## src/srx_defines.svh

```systemverilog
// Constants for the subtract, rotate and swap execution block.
// Assumes inclusion by the package and the modules of this block only.
`ifndef SRX_DEFINES_SVH
`define SRX_DEFINES_SVH
`define SRX_DATA_W     8
`define SRX_ADDR_W     7
`define SRX_NIB_LO     3
`define SRX_NIB_HI     4
`define SRX_MSB        7
`define SRX_DEST_ACC   1'b0
`define SRX_DEST_REG   1'b1
`define SRX_ZERO8      8'h00
`define SRX_WDT_W      16
`define SRX_PRE_W      8
`endif

```

## src/srx_pkg.sv

```systemverilog
// Types for the subtract, rotate and swap execution block.
// Assumes srx_defines.svh sits in the include path.
`include "srx_defines.svh"
package srx_pkg;
  typedef enum logic [2:0] {
    SRX_OP_NONE,
    SRX_OP_ROTATE_RIGHT_CARRY,
    SRX_OP_SUB_ACC_FROM_REG,
    SRX_OP_SUB_ACC_FROM_LITERAL,
    SRX_OP_SUB_ACC_BORROW_FROM_REG,
    SRX_OP_NIBBLE_EXCHANGE,
    SRX_OP_SLEEP
  } srx_op_e;
endpackage : srx_pkg

```

## src/srx_subtract.sv

```systemverilog
// Subtractor: a - b - borrow with no-borrow flags on the byte and nibble.
// Assumes purely combinational use by srx_exec.
`timescale 1ns/1ps
`include "srx_defines.svh"
module srx_subtract
  import srx_pkg::*;
#(
  parameter int W = `SRX_DATA_W
) (
  // Operands
  input  wire logic [W-1:0] a,
  input  wire logic [W-1:0] b,
  input  wire logic         borrow_in,
  // Results
  output logic      [W-1:0] diff,
  output logic              carry_out,
  output logic              nib_carry_out
);
  initial begin
    if (W < 8) $error("srx_subtract: width below 8");
  end

  logic [W:0] full;
  logic [4:0] low;

  // A set extra bit means a borrow left the top; flags are active-low borrow
  always_comb begin
    full          = {1'b0, a} - {1'b0, b} - {{W{1'b0}}, borrow_in};
    low           = {1'b0, a[`SRX_NIB_LO:0]} - {1'b0, b[`SRX_NIB_LO:0]}
                    - {4'h0, borrow_in};
    diff          = full[W-1:0];
    carry_out     = ~full[W];
    nib_carry_out = ~low[4];
  end
endmodule : srx_subtract

```

## src/srx_exec.sv

```systemverilog
// Execution logic for rotate-right through carry, the subtract forms,
// the nibble exchange and the sleep side effects on status and watchdog.
// Assumes the decoder presents one instruction per cycle with op_valid
// and operands already fetched from the register file on the same clock.
`timescale 1ns/1ps
`include "srx_defines.svh"

// Notes on behaviour
// - Seven-bit address; destination 0 is accumulator, 1 the register.
// - Rotate right through carry; old carry to bit 7, bit 0 to carry.
// - Sleep clears the watchdog count and its prescaler.
// - Sleep clears sleep_entered_bit and sets watchdog_expiry_bit.
// - Register minus accumulator; carry flags mean no borrow; zero too.
// - Literal minus accumulator into accumulator; same flag convention.
// - Register minus accumulator minus inverted carry; flags updated.
// - Nibble exchange swaps high and low nibbles into the destination.
module srx_exec
  import srx_pkg::*;
#(
  parameter int DW = `SRX_DATA_W,
  parameter int AW = `SRX_ADDR_W
) (
  // Clock and reset
  input  wire logic          clk,
  input  wire logic          rst_n,
  // Instruction from the decoder
  input  wire logic          op_valid,
  input  srx_op_e            op,
  input  wire logic [AW-1:0] reg_addr,
  input  wire logic          dest_sel,
  input  wire logic [DW-1:0] literal,
  // Operands from the register file
  input  wire logic [DW-1:0] reg_data,
  input  wire logic [DW-1:0] acc,
  // Accumulator write
  output logic               acc_we,
  output logic      [DW-1:0] acc_wdata,
  // Register file write-back
  output logic               reg_we,
  output logic      [AW-1:0] reg_waddr,
  output logic      [DW-1:0] reg_wdata,
  // Status flags
  output logic               carry,
  output logic               nibble_borrow_not,
  output logic               zero,
  output logic               watchdog_expiry_bit,
  output logic               sleep_entered_bit,
  // Watchdog clear
  output logic [`SRX_WDT_W-1:0] watchdog_count,
  output logic [`SRX_PRE_W-1:0] watchdog_prescale
);
  initial begin
    if (DW != `SRX_DATA_W) $error("srx_exec: data width must be 8");
    if (AW != `SRX_ADDR_W) $error("srx_exec: address width must be 7");
  end

  typedef struct packed {
    logic                   acc_we;
    logic [DW-1:0]          acc_wdata;
    logic                   reg_we;
    logic [AW-1:0]          reg_waddr;
    logic [DW-1:0]          reg_wdata;
    logic                   carry;
    logic                   dc;
    logic                   zero;
    logic                   expiry;
    logic                   sleep_in;
    logic [`SRX_WDT_W-1:0]  wdt;
    logic [`SRX_PRE_W-1:0]  pre;
  } srx_state_s;

  srx_state_s st;
  srx_state_s next_st;

  logic [DW-1:0] sub_a;
  logic          sub_bin;
  logic [DW-1:0] sub_diff;
  logic          sub_c;
  logic          sub_dc;

  // One shared subtractor; the literal form only swaps its first operand
  always_comb begin
    sub_a   = (op == SRX_OP_SUB_ACC_FROM_LITERAL) ? literal
                                                  : reg_data;
    sub_bin = (op == SRX_OP_SUB_ACC_BORROW_FROM_REG) ? ~st.carry
                                                     : 1'b0;
  end

  srx_subtract #(
    .W (DW)
  ) u_sub (
    .a             (sub_a),
    .b             (acc),
    .borrow_in     (sub_bin),
    .diff          (sub_diff),
    .carry_out     (sub_c),
    .nib_carry_out (sub_dc)
  );

  always_comb begin
    logic [DW-1:0] res;
    logic          write;
    res           = `SRX_ZERO8;
    write         = 1'b0;
    next_st       = st;
    next_st.acc_we = 1'b0;
    next_st.reg_we = 1'b0;
    if (op_valid) begin
      case (op)
        SRX_OP_ROTATE_RIGHT_CARRY: begin
          res           = {st.carry, reg_data[`SRX_MSB:1]};
          next_st.carry = reg_data[0];
          write         = 1'b1;
        end
        SRX_OP_SUB_ACC_FROM_REG,
        SRX_OP_SUB_ACC_BORROW_FROM_REG: begin
          res           = sub_diff;
          next_st.carry = sub_c;
          next_st.dc    = sub_dc;
          next_st.zero  = (sub_diff == `SRX_ZERO8);
          write         = 1'b1;
        end
        SRX_OP_SUB_ACC_FROM_LITERAL: begin
          next_st.acc_we    = 1'b1;
          next_st.acc_wdata = sub_diff;
          next_st.carry     = sub_c;
          next_st.dc        = sub_dc;
          next_st.zero      = (sub_diff == `SRX_ZERO8);
        end
        SRX_OP_NIBBLE_EXCHANGE: begin
          res   = {reg_data[`SRX_NIB_LO:0],
                   reg_data[`SRX_MSB:`SRX_NIB_HI]};
          write = 1'b1;
        end
        SRX_OP_SLEEP: begin
          next_st.wdt      = '0;
          next_st.pre      = '0;
          next_st.sleep_in = 1'b0;
          next_st.expiry   = 1'b1;
        end
        default: begin
          write = 1'b0;
        end
      endcase
    end
    // Destination steering for the register-operand forms
    if (write) begin
      if (dest_sel == `SRX_DEST_REG) begin
        next_st.reg_we    = 1'b1;
        next_st.reg_waddr = reg_addr;
        next_st.reg_wdata = res;
      end else begin
        next_st.acc_we    = 1'b1;
        next_st.acc_wdata = res;
      end
    end
  end

  // Status bits come up as after power-on: both active-low bits high
  always_ff @(posedge clk) begin
    if (!rst_n) begin
      st          <= '0;
      st.expiry   <= 1'b1;
      st.sleep_in <= 1'b1;
    end else begin
      st <= next_st;
    end
  end

  assign acc_we              = st.acc_we;
  assign acc_wdata           = st.acc_wdata;
  assign reg_we              = st.reg_we;
  assign reg_waddr           = st.reg_waddr;
  assign reg_wdata           = st.reg_wdata;
  assign carry               = st.carry;
  assign nibble_borrow_not   = st.dc;
  assign zero                = st.zero;
  assign watchdog_expiry_bit = st.expiry;
  assign sleep_entered_bit   = st.sleep_in;
  assign watchdog_count      = st.wdt;
  assign watchdog_prescale   = st.pre;
endmodule : srx_exec

```

## config.mk

```make
export PLATFORM = sky130hd
export DESIGN_NAME = srx_exec
export DESIGN_NICKNAME = d
export VERILOG_FILES = /design/src/srx_pkg.sv /design/src/srx_subtract.sv /design/src/srx_exec.sv
export VERILOG_INCLUDE_DIRS = /design/src
export SDC_FILE = /design/constraint.sdc
export NUM_CORES = 1
export LEC_CHECK = 0
export ABC_CLOCK_PERIOD_IN_PS = 7400
export BUFFER_PORTS_ARGS = -buffer_cell sky130_fd_sc_hd__buf_2
export CAP_MARGIN = 40
export CORE_AREA = 4 4 65 79
export DETAILED_ROUTE_END_ITERATION = 12
export DIE_AREA = 0 0 69 83
export PLACE_DENSITY = 0.85
export SLEW_MARGIN = 20
export SYNTH_ARGS = -nofsm -noshare
export SYNTH_HDL_FRONTEND = slang
export SYNTH_SLANG_ARGS = --single-unit
```

## constraint.sdc

```tcl
create_clock -name clk -period 7.4 [get_ports clk]
set_clock_uncertainty 0.15 [all_clocks]
set_input_delay 1.48 -clock clk [delete_from_list [all_inputs] [get_ports clk]]
set_output_delay 1.48 -clock clk [all_outputs]
set_load 0.01 [all_outputs]
```

==> results of run 1 <==
## how the worst max path moves through the flow
stage	from	end	slack [ns]
CTS	op[2]	acc_wdata[3]	2.71
global placement	op[2]	acc_wdata[3]	2.56
global route	op[2]	acc_wdata[3]	2.50
finish	op[2]	acc_wdata[3]	2.67
floorplan	op[2]	acc_wdata[3]	3.06
detailed placement	op[2]	acc_wdata[3]	2.44
## Yosys cell counts (2+ instances only)
master | count | share of area [%]
a31oi_1 | 3 | 0.85
xnor2_1 | 7 | 2.8
nor3_1 | 5 | 1.1
and3_1 | 2 | 0.57
or2_2 | 2 | 0.57
nand3_1 | 3 | 0.68
nand2_1 | 29 | 4.9
o221ai_1 | 3 | 1.2
mux2_2 | 4 | 2.0
a211o_1 | 2 | 0.80
buf_2 | 4 | 0.91
dfxtp_1 | 29 | 26
mux2i_1 | 12 | 5.5
clkbuf_1 | 5 | 0.85
nor2_1 | 16 | 2.7
a21boi_1 | 7 | 2.4
a21o_1 | 2 | 0.68
nand3b_1 | 4 | 1.4
inv_1 | 16 | 2.7
and2_1 | 4 | 1.1
buf_4 | 26 | 8.9
fa_1 | 2 | 1.8
o211a_1 | 3 | 1.4
a22o_1 | 2 | 0.80
o21ai_0 | 12 | 2.7
a22oi_1 | 3 | 1.0
a21oi_1 | 16 | 3.6
nand2b_1 | 4 | 1.1
o21ai_1 | 2 | 0.45
nor2b_1 | 3 | 0.85
a211oi_1 | 3 | 1.0
conb_1 | 2 | 0.34
ha_1 | 12 | 6.8
or3_1 | 3 | 0.85
nor4b_1 | 2 | 0.80
## cell usage in the layout (no fill, tap or decap), types with 3 or more instances in the layout
cell / Yosys / routed
mux2i_1: 12 / 12
nand3b_1: 4 / 4
a211oi_1: 3 / 3
buf_2: 4 / 66
dfxtp_1: 29 / 29
conb_1: 2 / 25
nand3_1: 3 / 3
or3_1: 3 / 3
a31oi_1: 3 / 3
clkbuf_8: 0 / 5
a21oi_1: 16 / 16
o221ai_1: 3 / 3
xnor2_1: 7 / 7
o21ai_0: 12 / 12
nand2_1: 29 / 29
a21boi_1: 7 / 7
ha_1: 12 / 12
nor3_1: 5 / 5
nor2b_1: 3 / 3
inv_1: 16 / 16
and2_1: 4 / 4
mux2_2: 4 / 4
o211a_1: 3 / 3
nor2_1: 16 / 16
nand2b_1: 4 / 4
a22oi_1: 3 / 3
## logic make-up (layout without fill, tap and decap cells)
kind of cell / after synthesis / count (layout) / share of synthesized area, %
flip-flops: 29 / 29 / 26.36
AND/OR/NAND/NOR: 81 / 81 / 18.47
XOR/XNOR: 8 / 8 / 3.182
adder cells (fa/ha/maj): 14 / 14 / 8.636
other: 2 / 25 / 0.3410
AO/OA/AOI/OAI: 70 / 70 / 21.99
multiplexers: 16 / 16 / 7.500
buffers and inverters: 52 / 91 / 13.52
## state kept, by name, summed over array words and instances (netlist names)
register and flops:
nibble_borrow_not 1, sleep_entered_bit 1, carry 1, reg_we 1, reg_waddr 7, reg_wdata 8, zero 1, acc_we 1
acc_wdata 8
## final cells by class
type / count / share of cell area [%]
clock buffer: 6 / 2.857
tap: 58 / 2.857
sequential: 29 / 22.86
clock inverter: 2 / 0.3941
timing repair buffer: 66 / 13.00
inverter: 17 / 2.512
multi-input combinational: 214 / 55.52
## metrics by stage
stage,hold WS [ns],power (W)
finish,0.2963,0.0004455
global route,0.3231,0.0004745
CTS,0.3016,0.0004457
detailed placement,0.2933,0.0003221
global placement,0.2872,0.0003204
floorplan,0.3250,0.0002886
## routing by layer
layer | vias up | global-route usage [%] | wire, µm
li1 | 1030 | - | -
met1 | 947 | 22.42 | 2305
met3 | 12 | 5.327 | 434
met4 | 0 | 6.750 | 138
met5 | - | 0 | 0
met2 | 98 | 32.99 | 2698
## power groups by stage
| stage | registers (W) | clock network, W | logic (W) |
|---|---|---|---|
| finish | 0.000169 | 0.000124 | 0.000153 |
| global route | 0.000170 | 0.000136 | 0.000169 |
| CTS | 0.000169 | 0.000126 | 0.000151 |
| detailed placement | 0.000172 | 0 | 0.000150 |
| global placement | 0.000172 | 0 | 0.000149 |
| floorplan | 0.000175 | 0 | 0.000113 |
## worst max-delay path: stages
cell	delay, ns
buf_2	0.34
nand3b_1	0.52
inv_1	0.17
nand2_1	0.10
nand2_1	0.06
fa_1	0.39
ha_1	0.32
and2_1	0.18
a221o_1	0.29
a311o_1	0.39
o22ai_1	0.19
a21oi_1	0.09
a221oi_2	0.25
==> results.tsv, run 1 <==
metric	value	unit
fin_crit_sh	63.93	%
comb_power_share	34.4	%
placed_cells	384	
via_count	2087	
cts_setup_buffers	0	
power_frac_seq	37.9	%
grt_setup_unrepaired	false	
slew_viol_final	0	
cts_resized	0	
seq_area	580.6	µm²
holdCritStartpoint	acc_wdata[1]	
layout.nets	385	
finalSetupTns	0	ns
drt_iter0_drc	118	
setup_viol	0	
cts-root-buf	clkbuf_8	
status	finished, final reports clean	
hold_viol_final	0	
worst_pin_slew	0.6558	ns
slew_headroom	56.28	%
antenna_found_initial	0	
min_path_type	flip-flop to flip-flop	
crit_arrival	4.77	ns
clockBufferDepth	2	
dr.pass1.iters	7	
n_antenna_cell	0	
cp-start-kind	input port	
wire_per_inst	14.22	µm
cts.sinks	29	
final_util	56.96	%
fin_ws	2.669	ns
cts_tree	yes	
reg2reg_depth	9	
r2r-end	acc_wdata[3]	
worstSetupPathType	input port to flip-flop	
grt_pass1_wl	9128	µm
grt_pass1_vias	1976	
viasPerCell	5.324	
multi_input_area	0.001410	mm²
cts.clk_slew.worst_paths	0.06	ns
grt_max_degree	28	
synthArstFlopShare	0	%
powerDensity	175.4	mW/mm²
postCtsHoldBufs	0	
drt-total-wl	5576	µm
dp_slack	2.436	ns
synthCells	272	
die-area	0.005727	mm²
grt_use_total	19.12	%
ir_worst_vdd	0.08161	mV
internal_power	0.0002917	W
gr-total-overflow	0	
cts_buffers	5	
place_area	0.002457	mm²
rows	27	
yosys_register_bits	29	
die_w	69	µm
p_leak	1.267	nW
end_kind	flip-flop	
avgSynthCellArea	8.096	µm²
antenna_left	0	
cts_max_level	2	
hold_path_depth	2	
stdcell_area	0.002540	mm²
area_growth	15.34	%
hold_end	acc_wdata[1]	
swShare	34.52	%
required	7.44	ns
place.gp.congestion	0.9270	
fmax	211.4	MHz
fillers	466	
fin_crit	4.731	ns
cp_max_fo	20	
cap_violations	0	
start_util	49.38	%
die_h	83	µm
synth_area	0.002202	mm²
yosys_warnings	0	
core_area	0.004459	mm²
port_buffers	66	
io_pins	92	
final_cells	392	
p_switching	0.0001538	W
ys_types	53	
layout-drive-gt1-share	24.85	%
dpl.hpwl	4428	µm
rrSetupSlack	4.24	ns
synth_ff_type	dfxtp_1	
remaining_drc_errors	0	
clk_latency	0.28	ns
synth_edf_count	0	
r2r-start	carry	
seq_area_frac_synth	26.36	%
pwr-share-clk	27.7	%
No activity file was read; power rests on OpenSTA's default activity.
==> inputs of run 2 (changes only) <==
--- a/config.mk
+++ b/config.mk
@@ -6,13 +6,13 @@
 export SDC_FILE = /design/constraint.sdc
 export NUM_CORES = 1
 export LEC_CHECK = 0
-export ABC_CLOCK_PERIOD_IN_PS = 7400
+export ABC_CLOCK_PERIOD_IN_PS = 4300
 export BUFFER_PORTS_ARGS = -buffer_cell sky130_fd_sc_hd__buf_2
 export CAP_MARGIN = 40
-export CORE_AREA = 4 4 65 79
+export CORE_AREA = 4 4 70 85
 export DETAILED_ROUTE_END_ITERATION = 12
-export DIE_AREA = 0 0 69 83
-export PLACE_DENSITY = 0.85
+export DIE_AREA = 0 0 74 89
+export PLACE_DENSITY = 0.77
 export SLEW_MARGIN = 20
 export SYNTH_ARGS = -nofsm -noshare
 export SYNTH_HDL_FRONTEND = slang
==> constraint.sdc (replaced) <==
create_clock -name clk -period 4.3 [get_ports clk]
set_clock_uncertainty 0.15 [all_clocks]
set_input_delay 0.86 -clock clk [delete_from_list [all_inputs] [get_ports clk]]
set_output_delay 0.86 -clock clk [all_outputs]
set_load 0.01 [all_outputs]
==> results.tsv, run 2 (synthesis results as in run 1) <==
metric	value	unit	change
cts_tree	yes		unchanged
die-area	0.006586	mm²	was 0.005727 mm²
start_util	42.44	%	was 49.38%
die_h	89	µm	was 83 µm
status	finished, final reports clean		unchanged
crit_slowest_cell	fa_1		was nand3b_1
hold_ws	0.2991	ns	was 0.2963 ns
cts-root-buf	clkbuf_8		unchanged
remaining_drc_errors	0		unchanged
hold_viol_final	0		unchanged
drt-total-wl	5715	µm	was 5576 µm
finalSetupTns	0	ns	unchanged
fmax	269.8	MHz	
grt_use_total	17.38	%	was 19.12%
cpPeakStageDelay	0.42	ns	was 0.52 ns
p_leak	1.276	nW	was 1.267 nW
port_buffers	66		unchanged
place.gp.congestion	0.9107		was 0.9270
placed_cells	390		was 384
cts.clk_slew.worst_paths	0.06	ns	about the same
rows	29		was 27
gr-total-overflow	0		unchanged
drt_iter0_drc	126		was 118
worstSetupPathType	input port to flip-flop		unchanged
grt_setup_unrepaired	false		unchanged
grt_pass1_wl	8901	µm	was 9128 µm
cp_max_fo	17		was 20
cp-start-kind	input port		unchanged
end_kind	flip-flop		unchanged
cts.sinks	29		unchanged
clockBufferDepth	2		unchanged
crit_arrival	3.75	ns	was 4.77 ns
cts_resized	0		unchanged
fillers	526		was 466
cts_buffers	5		unchanged
use_met2	30.97	%	was 32.99%
cap_violations	0		unchanged
min_path_type	flip-flop to flip-flop		unchanged
wire_per_inst	14.36	µm	was 14.22 µm
antenna_left	0		unchanged
slew_headroom	56.41	%	was 56.28%
slew_viol_final	0		unchanged
clk_latency	0.27	ns	was 0.28 ns
dpl.hpwl	4661	µm	was 4428 µm
grt_pass1_vias	1876		was 1976
final_common_cell	buf_2		unchanged
via_count	2070		was 2087
required	4.34	ns	was 7.44 ns
area_growth	16.25	%	was 15.34%
path_cells	buf_2 > nand2b_1 > or3_1 > fa_1 > ha_1 > and2_1 > a221o_1 > a311o_1 > o22ai_1 > a21oi_1 > a221oi_2		was buf_2 > nand3b_1 > inv_1 > nand2_1 > nand2_1 > fa_1 > ha_1 > and2_1 > a221o_1 > a311o_1 > o22ai_1 > a21oi_1 > a221oi_2
viasPerCell	5.201		was 5.324
powerDensity	299.6	mW/mm²	was 175.4 mW/mm²
holdCritStartpoint	reg_waddr[4]		was acc_wdata[1]
io_pins	92		unchanged
core_area	0.005189	mm²	was 0.004459 mm²
worst_pin_slew	0.6539	ns	was 0.6558 ns
startpoint	op[0]		was op[2]
antenna_found_initial	0		unchanged
final_util	49.34	%	was 56.96%
layout-drive-gt1-share	25.30	%	was 24.85%
setup_viol	0		unchanged
fin_crit	3.706	ns	
n_antenna_cell	0		unchanged
die_w	74	µm	was 69 µm
fin_crit_sh	86.19	%	
final_cells	398		was 392
r2r-start	carry		unchanged
postCtsHoldBufs	0		unchanged
busiest_layer	met2		unchanged
dr.pass1.iters	4		was 7
layout.nets	387		was 385
final_cell_mix	buf_2 (66), nand2_1 (29), dfxtp_1 (29)		unchanged
cts_max_level	2		unchanged
grt_max_degree	28		unchanged
ir_worst_vdd	0.1133	mV	was 0.08161 mV
grtUsageMet3	2.812	%	was 5.327%
cts_setup_buffers	0		unchanged
met1_usage	20.54	%	was 22.42%
-- run 2: report_power, final --
| group | internal (W) | total [W] | switching [W] |
|---|---|---|---|
| Sequential | 0.000283 | 0.000290 | 0.00000780 |
| Clock | 0.000112 | 0.000211 | 0.0000993 |
| Combinational | 0.000109 | 0.000265 | 0.000157 |
| Total | 0.000503 | 0.000767 | 0.000264 |
-- run 2: per-stage QoR --
step	setup slack, ns	area, µm²	power, W
6_report	0.5939	2560	0.0007668
5_1_grt	0.3953	2560	0.0008173
3_5_place_dp	0.3323	2477	0.0005599
4_1_cts	0.6172	2560	0.0007746
3_3_place_gp	0.3709	2477	0.0005570
2_1_floorplan	0.5777	2288	0.0004966
-- run 2: cell type report --
cell class,instances,area [µm²],area share (%)
multi-input combinational,214,1410,55.08
inverter,17,63.81,2.493
tap,62,77.57,3.030
clock inverter,2,10.01,0.3910
clock buffer,6,72.57,2.835
sequential,29,580.6,22.68
timing repair buffer,68,345.3,13.49
-- run 2: worst paths after layout --
kind / slack (ns) / to / cells past startpoint
worst min-delay path: 0.30 / reg_waddr[4] / 2
worst max register to register: 1.15 / acc_wdata[3] / 9
worst max-delay path: 0.59 / acc_wdata[3] / 11
worst min register to register: 0.30 / reg_waddr[4] / 2
-- run 2: per-layer routing --
layer	wire length, µm	vias to the layer above	share of wire, %
met5	0	-	0
met4	117	0	2.0
met3	415	10	7.3
met2	2843	88	50
met1	2338	935	41
li1	-	1037	-
-- run 2: critical path, delay by kind of cell --
kind,cells,cell delay (ns)
simple gates,3,0.73
compound gates,5,1.21
fa+ha+maj,2,0.74
buf+inv,1,0.19
==> inputs of run 3 (changes only) <==
--- a/config.mk
+++ b/config.mk
@@ -6,13 +6,13 @@
 export SDC_FILE = /design/constraint.sdc
 export NUM_CORES = 1
 export LEC_CHECK = 0
-export ABC_CLOCK_PERIOD_IN_PS = 4300
+export ABC_CLOCK_PERIOD_IN_PS = 4100
 export BUFFER_PORTS_ARGS = -buffer_cell sky130_fd_sc_hd__buf_2
 export CAP_MARGIN = 40
-export CORE_AREA = 4 4 70 85
+export CORE_AREA = 4 4 67 82
 export DETAILED_ROUTE_END_ITERATION = 12
-export DIE_AREA = 0 0 74 89
-export PLACE_DENSITY = 0.77
+export DIE_AREA = 0 0 71 86
+export PLACE_DENSITY = 0.8
 export SLEW_MARGIN = 20
 export SYNTH_ARGS = -nofsm -noshare
 export SYNTH_HDL_FRONTEND = slang
==> constraint.sdc (replaced) <==
create_clock -name clk -period 4.1 [get_ports clk]
set_clock_uncertainty 0.15 [all_clocks]
set_input_delay 0.82 -clock clk [delete_from_list [all_inputs] [get_ports clk]]
set_output_delay 0.82 -clock clk [all_outputs]
set_load 0.01 [all_outputs]
==> results.tsv, run 3 (synthesis results as in run 1) <==
metric	value	unit	change
worst_pin_slew	0.6274	ns	was 0.6539 ns
final_common_cell	buf_2		unchanged
cts_setup_buffers	0		unchanged
die-area	0.006106	mm²	was 0.006586 mm²
n_antenna_cell	0		unchanged
fmax	273.6	MHz	
clk_latency	0.28	ns	was 0.27 ns
via_count	2078		was 2070
hold_viol_final	0		unchanged
antenna_left	0		unchanged
setup_viol	0		unchanged
rrSetupSlack	0.95	ns	was 1.15 ns
seq_area	580.6	µm²	unchanged
hold_end	acc_wdata[1]		was reg_waddr[4]
cp-start-kind	input port		unchanged
grt_pass1_vias	1881		was 1876
clockBufferDepth	2		unchanged
grt_setup_unrepaired	false		unchanged
cts-root-buf	clkbuf_8		unchanged
cts_tree	yes		unchanged
slew_viol_final	0		unchanged
reg2reg_depth	9		unchanged
dp_slack	0.1804	ns	was 0.3323 ns
area_growth	16.48	%	was 16.25%
postCtsHoldBufs	0		unchanged
r2r-start	carry		unchanged
fin_crit_sh	89.16	%	
cts.clk_slew.worst_paths	0.06	ns	about the same
crit_arrival	3.70	ns	was 3.75 ns
cts.sinks	29		unchanged
cts_resized	0		unchanged
crit_slowest_cell	fa_1		unchanged
worstSetupPathType	input port to flip-flop		unchanged
place.gp.congestion	0.9083		was 0.9107
cp_max_fo	17		unchanged
path_cells	buf_2 > nand2b_1 > or3_1 > fa_1 > ha_1 > and2_1 > a221o_1 > a311o_1 > o22ai_1 > a21oi_1 > a221oi_2		unchanged
start_util	46.22	%	was 42.44%
required	4.14	ns	was 4.34 ns
antenna_found_initial	0		unchanged
wire_per_inst	13.90	µm	was 14.36 µm
remaining_drc_errors	0		unchanged
io_pins	92		unchanged
cap_violations	0		unchanged
multi_input_area	0.001410	mm²	unchanged
fillers	483		was 526
cts_buffers	5		unchanged
min_path_type	flip-flop to flip-flop		unchanged
ir_worst_vdd	0.1555	mV	was 0.1133 mV
die_h	86	µm	was 89 µm
gr-total-overflow	0		unchanged
powerDensity	315.4	mW/mm²	was 299.6 mW/mm²
cpPeakStageDelay	0.42	ns	about the same
grt_pass1_wl	8673	µm	was 8901 µm
hold_path_depth	2		unchanged
holdCritStartpoint	acc_wdata[1]		was reg_waddr[4]
finalSetupTns	0	ns	unchanged
grt_max_degree	28		unchanged
layout-drive-gt1-share	25.52	%	was 25.30%
drt_iter0_drc	162		was 126
viasPerCell	5.234		was 5.201
final_cell_mix	buf_2 (66), nand2_1 (29), dfxtp_1 (29)		unchanged
p_total	0.0008089	W	was 0.0007668 W
fin_ws	0.4445	ns	was 0.5939 ns
drt-total-wl	5519	µm	was 5715 µm
path_buf_inv	1		unchanged
rows	28		was 29
slew_headroom	58.17	%	was 56.41%
status	finished, final reports clean		unchanged
cp.depth	11		unchanged
port_buffers	66		unchanged
grt_use_total	17.49	%	was 17.38%
fin_crit	3.656	ns	
r2r-end	acc_wdata[3]		unchanged
layout.nets	388		was 387
die_w	71	µm	was 74 µm
cp_top_family	compound AO/OA/AOI/OAI gates		unchanged
dr.pass1.iters	4		unchanged
cts_max_level	2		unchanged
end_kind	flip-flop		unchanged
p_leak	1.281	nW	was 1.276 nW
dpl.hpwl	4583	µm	was 4661 µm
core_area	0.004765	mm²	was 0.005189 mm²
startpoint	op[0]		unchanged
[run 3: cell types whose count changed in the layout (fill, tap and decap cells not counted)]
cell	change
buf_4	+1
[run 3: area by class of cell]
| cell class | instances | area share [%] |
|---|---|---|
| clock inverters | 2 | 0.3902 |
| well taps | 60 | 2.927 |
| flip-flops and latches | 29 | 22.63 |
| inverters | 17 | 2.488 |
| repair buffers | 69 | 13.76 |
| clock buffers | 6 | 2.829 |
| multi-input cells | 214 | 54.98 |
[run 3: layer usage]
metal  track usage, %  share of wire [%]
met1            20.98                 40
met2            30.46                 49
met3            3.869                9.1
met4            6.154                1.8
met5                0                  0
[run 3: worst max path at each step]
stage | end | slack, ns
floorplan | acc_wdata[3] | 0.42
global placement | acc_wdata[3] | 0.26
detailed placement | acc_wdata[3] | 0.18
CTS | acc_wdata[3] | 0.48
global route | acc_wdata[3] | 0.38
finish | acc_wdata[3] | 0.44
[run 3: power by group]
group / total [W] / internal, W / switching (W)
clock: 0.000220 / 0.000117 / 0.000103
sequential: 0.000304 / 0.000296 / 0.00000750
combinational: 0.000285 / 0.000119 / 0.000166
[run 3: worst register-to-register path: stages (launching register included)]
cell	delay, ns
dfxtp_1	0.36
or3_1	0.41
fa_1	0.42
ha_1	0.32
and2_1	0.18
a221o_1	0.29
a311o_1	0.39
o22ai_1	0.19
a21oi_1	0.09
a221oi_2	0.26
[run 3: metrics by stage]
stage | cell area (µm²) | hold WS [ns] | util [%] | std cells
finish | 2565 | 0.3011 | 53.83 | 397
global route | 2565 | 0.3285 | 53.83 | 397
CTS | 2565 | 0.3057 | 53.83 | 397
detailed placement | 2482 | 0.2974 | 52.10 | 389
global placement | 2482 | 0.2871 | 52.10 | 389
floorplan | 2288 | 0.3250 | - | 295
